### src/core/led_defines.svh
`ifndef LED_DEFINES_SVH
`define LED_DEFINES_SVH
// Functional notes
// [RULE1] Two supplies: both green, one yellow, none dark.
// [RULE2] Single supply: present green, absent dark.
// [RULE3] Standby LED green when standby enabled, else dark.
// [RULE4] Ring LED: off dark, blocked green, forwarding yellow.
// [RULE5] Ring LED flashes green on wrong ring.
// [RULE6] Storage error: ring and standby flash alternately.
// [RULE7] Copy into device: both flash twice per period.
// [RULE8] Copy onto storage: both flash once per period.
// [RULE9] Fault red while relay one reports error.
// [RULE10] New release: fault flashes four times on IP conflict.
// [RULE11] Old release: relay LED yellow closed manual.
// [RULE12] New release: open auto green, manual yellow.
// [RULE13] Manual relay: fault follows errors, not contact.
// [RULE14] Port: no link dark, link green, traffic yellow flash.
// [RULE15] Port standby: green flashes once per period.
// [RULE16] Port disabled: green flashes three times per period.
// [RULE17] Boot phase: port LEDs show boot progress.
// [RULE18] Power-up: init then self-test, LEDs lit.
// [RULE19] All flashes share one flash-period timebase.

// Flash period length and slot count.
`define FLASH_PERIOD_NS   64'd1000000000
`define CLK_PERIOD_NS     64'd5
`define FLASH_SLOTS       16
`define SLOT_CYCLES       ((`FLASH_PERIOD_NS / `CLK_PERIOD_NS) / `FLASH_SLOTS)
// Init and self-test phase lengths in flash periods.
`define INIT_PERIODS      4'h2
`define SELFTEST_PERIODS  4'h2
`endif

### src/core/led_pkg.sv
package led_pkg;
  // LED colour codes.
  typedef enum logic [1:0] {
    LED_OFF,
    LED_GREEN,
    LED_YELLOW,
    LED_RED
  } led_color_t;

  // Power-up phases.
  typedef enum logic [1:0] {
    PH_INIT,
    PH_SELFTEST,
    PH_BOOT,
    PH_RUN
  } phase_t;

  // Storage operation codes.
  typedef enum logic [1:0] {
    MEM_IDLE,
    MEM_ERROR,
    MEM_LOAD,
    MEM_SAVE
  } mem_op_t;
endpackage : led_pkg

### src/core/flash_if.sv
`timescale 1ns/1ps
// Shared flash timebase signals.
interface flash_if;
  logic       slot_tick;
  logic [3:0] slot;
  logic       period_tick;
  modport source (output slot_tick, output slot, output period_tick);
  modport sink   (input slot_tick, input slot, input period_tick);
endinterface : flash_if

### src/core/flash_timebase.sv
`timescale 1ns/1ps
`include "led_defines.svh"
// Divides the clock into flash slots; one period is sixteen slots.
module flash_timebase #(
  parameter int unsigned SLOT_CYCLES = 32'(`SLOT_CYCLES)
) (
  input  wire logic mclk_i,
  input  wire logic rstn_i,
  flash_if.source   tb
);
  typedef struct packed {
    logic [31:0] cnt;
    logic [3:0]  slot;
    logic        tick;
  } tb_state_t;

  tb_state_t st;
  tb_state_t next_st;

  // One shared counter drives every flash pattern.
  always_comb begin
    next_st      = st;
    next_st.tick = 1'b0;
    if (st.cnt >= 32'(SLOT_CYCLES - 1)) begin // RULE19
      next_st.cnt  = 32'h0;
      next_st.slot = st.slot + 4'h1;
      next_st.tick = 1'b1;
    end else begin
      next_st.cnt = st.cnt + 32'h1;
    end
  end

  always_ff @(posedge mclk_i) begin
    if (!rstn_i) begin
      st <= '0;
    end else begin
      st <= next_st;
    end
  end

  assign tb.slot_tick   = st.tick;
  assign tb.slot        = st.slot;
  assign tb.period_tick = st.tick && (st.slot == 4'h0);
endmodule : flash_timebase

### src/core/status_led_indicator.sv
`timescale 1ns/1ps
`include "led_defines.svh"
// Front-panel status LED driver.
module status_led_indicator
  import led_pkg::*;
#(
  parameter int unsigned NUM_PORTS   = 16,
  parameter int unsigned SLOT_CYCLES = 32'(`SLOT_CYCLES),
  parameter bit          DUAL_SUPPLY = 1'b1
) (
  input  wire logic                  mclk_i,
  input  wire logic                  rstn_i,
  input  wire logic                  supply1_ok_i,
  input  wire logic                  supply2_ok_i,
  input  wire logic                  standby_en_i,
  input  wire logic                  ring_mgr_en_i,
  input  wire logic                  ring_port_blocked_i,
  input  wire logic                  ring_misconfig_i,
  input  wire led_pkg::mem_op_t      mem_op_i,
  input  wire logic                  new_release_i,
  input  wire logic                  ip_conflict_i,
  input  wire logic                  relay1_error_i,
  input  wire logic [1:0]            relay_open_i,
  input  wire logic [1:0]            relay_manual_i,
  input  wire logic                  boot_done_i,
  input  wire logic [NUM_PORTS-1:0]  port_link_i,
  input  wire logic [NUM_PORTS-1:0]  port_activity_i,
  input  wire logic [NUM_PORTS-1:0]  port_standby_i,
  input  wire logic [NUM_PORTS-1:0]  port_disabled_i,
  output led_pkg::led_color_t        power_led_o,
  output led_pkg::led_color_t        standby_led_o,
  output led_pkg::led_color_t        ring_manager_led_o,
  output led_pkg::led_color_t        fault_led_o,
  output led_pkg::led_color_t        relay_one_led_o,
  output led_pkg::led_color_t        relay_two_led_o,
  output logic [NUM_PORTS-1:0]       port_link_led_o,
  output logic [NUM_PORTS-1:0]       port_traffic_led_o,
  output led_pkg::phase_t            phase_o
);
  import led_pkg::*;

  // ************************************************************
  // Timebase
  // ************************************************************
  flash_if fl ();

  flash_timebase #(
    .SLOT_CYCLES (SLOT_CYCLES)
  ) u_timebase (
    .mclk_i (mclk_i),
    .rstn_i (rstn_i),
    .tb     (fl.source)
  );

  // ************************************************************
  // Pattern decode
  // ************************************************************
  // Each flash of a multi-flash pattern is one lit slot followed by one dark slot; a single flash lights slots 0 and 1.
  logic blink_1x;
  logic blink_2x;
  logic blink_3x;
  logic blink_4x;
  logic half_a;
  logic fast;

  // Counted flashes start at slot 0 and repeat each period.
  always_comb begin
    blink_1x = (fl.slot == 4'h0) || (fl.slot == 4'h1); // RULE19
    blink_2x = ~fl.slot[0] && (fl.slot < 4'h4);
    blink_3x = ~fl.slot[0] && (fl.slot < 4'h6);
    blink_4x = ~fl.slot[0] && (fl.slot < 4'h8);
    half_a   = ~fl.slot[3];
    fast     = ~fl.slot[1];
  end

  // ************************************************************
  // State
  // ************************************************************
  typedef struct packed {
    phase_t                phase;
    logic [3:0]            periods;
    logic [3:0]            boot_step;
    led_color_t            power;
    led_color_t            standby;
    led_color_t            ring;
    led_color_t            fault;
    led_color_t            relay1;
    led_color_t            relay2;
    logic [NUM_PORTS-1:0]  link_led;
    logic [NUM_PORTS-1:0]  traffic_led;
  } led_state_t;

  led_state_t st;
  led_state_t next_st;

  // Relay LED colour for one contact in either release scheme.
  function automatic led_color_t relay_color(input logic open_c, input logic manual_c,
                                             input logic new_rel);
    led_color_t c;
    c = LED_OFF;
    if (new_rel) begin
      if (open_c) begin
        c = manual_c ? LED_YELLOW : LED_GREEN; // RULE12
      end
    end else if (manual_c && !open_c) begin
      c = LED_YELLOW; // RULE11
    end
    return c;
  endfunction : relay_color

  // Next-state logic for phases and all LED colours.
  always_comb begin
    next_st = st;

    // Power-up runs init, then self-test, then boot until software is up.
    if (fl.period_tick) begin
      case (st.phase)
        PH_INIT: begin
          if (st.periods == `INIT_PERIODS - 4'h1) begin // RULE18
            next_st.phase   = PH_SELFTEST;
            next_st.periods = 4'h0;
          end else begin
            next_st.periods = st.periods + 4'h1;
          end
        end
        PH_SELFTEST: begin
          if (st.periods == `SELFTEST_PERIODS - 4'h1) begin // RULE18
            next_st.phase   = PH_BOOT;
            next_st.periods = 4'h0;
          end else begin
            next_st.periods = st.periods + 4'h1;
          end
        end
        PH_BOOT: begin
          next_st.boot_step = st.boot_step + 4'h1;
        end
        PH_RUN: begin
          next_st.periods = 4'h0;
        end
        default: begin
          next_st.phase = PH_INIT;
        end
      endcase
    end
    if (st.phase == PH_BOOT && boot_done_i) begin
      next_st.phase = PH_RUN;
    end

    // Power LED.
    if (DUAL_SUPPLY) begin
      if (supply1_ok_i && supply2_ok_i) begin
        next_st.power = LED_GREEN; // RULE1
      end else if (supply1_ok_i || supply2_ok_i) begin
        next_st.power = LED_YELLOW; // RULE1
      end else begin
        next_st.power = LED_OFF; // RULE1
      end
    end else begin
      next_st.power = supply1_ok_i ? LED_GREEN : LED_OFF; // RULE2
    end

    // Standby and ring manager LEDs; storage operations override both.
    next_st.standby = standby_en_i ? LED_GREEN : LED_OFF; // RULE3
    if (!ring_mgr_en_i) begin
      next_st.ring = LED_OFF; // RULE4
    end else if (ring_misconfig_i) begin
      next_st.ring = fast ? LED_GREEN : LED_OFF; // RULE5
    end else begin
      next_st.ring = ring_port_blocked_i ? LED_GREEN : LED_YELLOW; // RULE4
    end
    case (mem_op_i)
      MEM_ERROR: begin
        next_st.ring    = half_a ? LED_GREEN : LED_OFF; // RULE6
        next_st.standby = half_a ? LED_OFF : LED_GREEN; // RULE6
      end
      MEM_LOAD: begin
        next_st.ring    = blink_2x ? LED_GREEN : LED_OFF; // RULE7
        next_st.standby = blink_2x ? LED_GREEN : LED_OFF; // RULE7
      end
      MEM_SAVE: begin
        next_st.ring    = blink_1x ? LED_GREEN : LED_OFF; // RULE8
        next_st.standby = blink_1x ? LED_GREEN : LED_OFF; // RULE8
      end
      default: begin
      end
    endcase

    // Fault follows the error report and, in the new release, the IP conflict; never a manual contact setting.
    if (relay1_error_i) begin
      next_st.fault = LED_RED; // RULE9 RULE13
    end else if (new_release_i && ip_conflict_i) begin
      next_st.fault = blink_4x ? LED_RED : LED_OFF; // RULE10
    end else begin
      next_st.fault = LED_OFF; // RULE9
    end
    next_st.relay1 = relay_color(relay_open_i[0], relay_manual_i[0], new_release_i);
    next_st.relay2 = relay_color(relay_open_i[1], relay_manual_i[1], new_release_i);

    // Port indicators; boot shows a growing progress bar instead.
    for (int i = 0; i < NUM_PORTS; i++) begin
      next_st.link_led[i]    = 1'b0;
      next_st.traffic_led[i] = 1'b0;
      if (st.phase != PH_RUN) begin
        next_st.link_led[i] = (i <= int'(st.boot_step)) && (st.phase == PH_BOOT); // RULE17
        next_st.traffic_led[i] = (st.phase != PH_BOOT); // RULE18
      end else if (port_disabled_i[i]) begin
        next_st.link_led[i] = blink_3x; // RULE16
      end else if (port_standby_i[i]) begin
        next_st.link_led[i] = blink_1x; // RULE15
      end else if (port_link_i[i]) begin
        next_st.link_led[i]    = ~port_activity_i[i] | fast; // RULE14
        next_st.traffic_led[i] = port_activity_i[i] & ~fast; // RULE14
      end
    end
  end

  always_ff @(posedge mclk_i) begin
    if (!rstn_i) begin
      st <= '0;
    end else begin
      st <= next_st;
    end
  end

  assign power_led_o        = st.power;
  assign standby_led_o      = st.standby;
  assign ring_manager_led_o = st.ring;
  assign fault_led_o        = st.fault;
  assign relay_one_led_o    = st.relay1;
  assign relay_two_led_o    = st.relay2;
  assign port_link_led_o    = st.link_led;
  assign port_traffic_led_o = st.traffic_led;
  assign phase_o            = st.phase;
endmodule : status_led_indicator

### config.mk
export PLATFORM = sky130hd
export DESIGN_NAME = status_led_indicator
export DESIGN_NICKNAME = d
export VERILOG_FILES = /design/src/core/led_pkg.sv /design/src/core/flash_if.sv /design/src/core/flash_timebase.sv /design/src/core/status_led_indicator.sv
export VERILOG_INCLUDE_DIRS = /design/src /design/src/core
export SDC_FILE = /design/constraint.sdc
export NUM_CORES = 1
export LEC_CHECK = 0
export CAP_MARGIN = 10
export CORE_MARGIN = 1
export CORE_UTILIZATION = 43
export CTS_CLUSTER_SIZE = 12
export DETAILED_ROUTE_END_ITERATION = 7
export DONT_BUFFER_PORTS = 1
export PLACE_DENSITY_LB_ADDON = 0.25
export SLEW_MARGIN = 20
export SYNTH_ARGS = -nofsm -noshare
export SYNTH_HDL_FRONTEND = slang
export SYNTH_SLANG_ARGS = --single-unit
### constraint.sdc
create_clock -name mclk_i -period 2.15 [get_ports mclk_i]
set_input_delay 0.1075 -clock mclk_i [delete_from_list [all_inputs] [get_ports mclk_i]]
set_output_delay 0.1075 -clock mclk_i [all_outputs]
set_load 0.05 [all_outputs]
==> flow_metrics.tcl <==
set metrics [dict create \
    firstDrtPassIters 4 \
    max_slew_margin_pct 58.1 \
    num_antenna_cells 0 \
    finalSetupViolCount 0 \
    final_cell_area_mm2 0.00517 \
    dieWidth_um 104 \
    synth_edf_count 0 \
    ir_drop_v 0.000344 \
    finalCriticalPeriod_ns 1.96 \
    avgRoutedWirePerCell_um 15.3 \
    rsz0062_at_grt "no" \
    ios 128 \
    hold_viol 0 \
    post_cts.repair.setup_buffers 0 \
    cp-start-kind "register" \
    postSynthCellCount 506 \
    cp_data_required_time_ns 2.43 \
    synth.area.mux_share_pct 1.84 \
    drt-total-wl_mm 10.3 \
    place_area_mm2 0.00433 \
    start_util_pct 45.2 \
    grt_pass1_vias 3727 \
    finalSetupTns_ns 0 \
    fin_crit_sh_pct 91.0 \
    synth_compound_area_share_pct 15.7 \
    worstSetupPathType "reg -> reg" \
    syn-cell-area_mm2 0.00450 \
    place_congestion 0.754 \
    rows 36 \
    coreArea_mm2 0.00995 \
    area_growth_pct 15.0 \
    drc_errors 0 \
    dieArea_mm2 0.0109 \
    synth_top_family_by_area "simple AND/OR/NAND/NOR gates" \
    grt_start_max_net_pins 41 \
    fmax_mhz 511 \
    grt_overflow 0 \
    synth_top_flop_cell "dfxtp_1" \
    clkTransAtPathRegs_ns 0.08 \
    numPortBuffers 0 \
    drive_gt1_share_pct 10.4 \
    worst_pin_slew_ns 0.627 \
    crit_fanout 5 \
    end_kind "register" \
    synth-xor-area-share_pct 5.45 \
    root_buffer "clkbuf_8" \
    clock_latency_ns 0.36 \
    cts_sinks 89 \
    ys_types 54 \
    synth_warnings 0 \
    yosys.area.top_type_share_pct 39.6 \
    hp-class "in -> reg" \
    grt_usage_pct 19.6 \
    yosys.area_share.simple_pct 24.4 \
    ys_ff_latch 89 \
    drt_iter0_markers 163 \
    async_flop_share_pct 0 \
    clock-skew-final_ns 0.0155 \
    status "completed" \
    maxCapViolations 0 \
    synth-adder-area-share_pct 2.50 \
    drv_slew 0 \
    antenna_found_initial 0 \
    cts_max_level 3 \
    synth_largest_area_cell "dfxtp_1" \
    crit_arrival_ns 2.24 \
    vias 3636 \
    syn_area_per_cell_um2 8.89 \
    ant_nets 0 \
    dp_hpwl_mm 6.53 \
    synth-seq-area-share_pct 39.6 \
    synth_area_leaders "dfxtp_1, buf_4, nand2_1, a221oi_1, nor2b_1" \
    cts_max_path_buffers 2 \
    num-nets-final 623 \
    cts_inserted_buffers 9 \
    cts_tree "yes" \
    via_per_inst 5.43 \
    leakagePower_nw 1.80 \
    p_per_area_mw_per_mm2 628 \
    grt_pass1_wl_mm 17.2 \
    die_h_um 104 \
]
==> state kept, by name, summed over array words and instances (netlist names), 4 cells and up <==
register,flops
u_timebase.tb.slot,4
port_link_led_o,16
st,8
u_timebase.st,32
port_traffic_led_o,16
==> cells by family after synthesis <==
| kind of cell | count (synthesis) |
|---|---|
| simple gates | 203 |
| compound gates | 96 |
| flops | 89 |
| buf+inv | 73 |
| xor+xnor | 28 |
| fa+ha+maj | 9 |
| mux | 7 |
| other cells | 1 |
==> path summary, 6_finish.rpt <==
kind / from / endpoint / slack [ns] / cells past startpoint
max reg2reg: u_timebase.st[5]$_SDFF_PP0_ / u_timebase.tb.slot[0]$_SDFFE_PN0P_ / 0.19 / 6
max: u_timebase.st[5]$_SDFF_PP0_ / u_timebase.tb.slot[0]$_SDFFE_PN0P_ / 0.19 / 6
min reg2reg: u_timebase.st[5]$_SDFF_PP0_ / u_timebase.st[5]$_SDFF_PP0_ / 0.48 / 1
min: mem_op_i[0] / ring_manager_led_o[0]$_SDFF_PN0_ / 0.007 / 3
==> report_power, final <==
part,internal [W],switching [W],total [W]
Combinational,0.000169,0.000173,0.000342
Sequential,0.00169,0.000121,0.00181
Clock,0.000518,0.000577,0.00109
Total,0.00238,0.000871,0.00325
==> repair_timing <==
item / 4_1_cts / 5_1_grt
hold buffers: 64 / 0
hold endpoints to repair: 58 / 0
gates resized for setup: 0 / 0
setup endpoints to repair: 0 / 0
==> cells in the mapped netlist, types with 2 or more instances <==
cell type  number
o41ai_1         2
nor4_1          4
a221oi_1       16
nor2b_1        21
a21o_1          4
dfxtp_1        89
a21boi_0       11
nor3_1         21
ha_1            9
a211o_1         8
nand2_1        60
o21ai_0         8
a21oi_1        20
buf_6           2
xor2_1         14
nand4_1         6
and2_1         10
o21a_1          4
buf_4          47
or3_1           2
a211oi_1        7
inv_1           7
nor3b_1         5
xnor2_1        14
nand2b_1        3
and4_1          4
nor4b_1         2
nand3_1        16
nor2_2         20
buf_2           3
and3_1          8
clkbuf_1       13
a31oi_1         4
nor2_1         13
o22ai_1         2
o31ai_1         4
mux2i_1         6
==> metal layers <==
layer	global-route usage (%)	up-vias	part of all wire [%]
met2	33.5	120	49
li1	-	1768	-
met1	23.5	1730	44
met4	7.86	0	1.8
met5	0	-	0
met3	4.57	18	5.1
==> worst max-delay path, cell delays in order (launching register included) <==
cell     delay, ns
dfxtp_1       0.35
ha_1          0.25
and4_4        0.22
or4_4         0.43
a21oi_4       0.22
o21a_2        0.22
mux2i_1       0.20
==> layout make-up <==
| cell class | instances | area, um2 |
|---|---|---|
| Clock inverter | 3 | 23.8 |
| Multi-Input combinational cell | 352 | 2280 |
| Sequential cell | 89 | 1780 |
| Fill cell | 923 | 4780 |
| Clock buffer | 13 | 169 |
| Inverter | 7 | 26.3 |
| Tap cell | 133 | 166 |
| Timing Repair Buffer | 73 | 731 |
==> metrics by stage <==
step | total power (W) | util (%) | setup slack, ns | hold slack [ns] | cells
4_1_cts | 0.00328 | 52.0 | 0.198 | 0.000807 | 670
5_1_grt | 0.00340 | 52.0 | 0.0889 | 0.0252 | 670
2_1_floorplan | 0.00209 | - | 0.0728 | 0.183 | 514
3_5_place_dp | 0.00210 | 43.5 | 0.230 | 0.186 | 590
6_report | 0.00325 | 52.0 | 0.194 | 0.00715 | 670
3_3_place_gp | 0.00209 | 43.5 | 0.271 | 0.184 | 590
==> cell usage in the layout, fill, tap and decap left out, types with 6 or more instances in the layout <==
master	instances
a211o_1	8
a211oi_1	7
a21boi_0	11
a21oi_1	20
a221oi_1	16
and2_1	10
and3_1	8
buf_4	8
clkbuf_8	12
conb_1	9
dfxtp_1	89
dlygate4sd3_1	63
ha_1	9
inv_1	7
mux2i_1	6
nand2_1	60
nand3_1	16
nand4_1	6
nor2_1	13
nor2_2	20
nor2b_1	21
nor3_1	21
o21ai_0	8
xnor2_1	14
xor2_1	14
No activity file was read; power rests on OpenSTA's default activity.
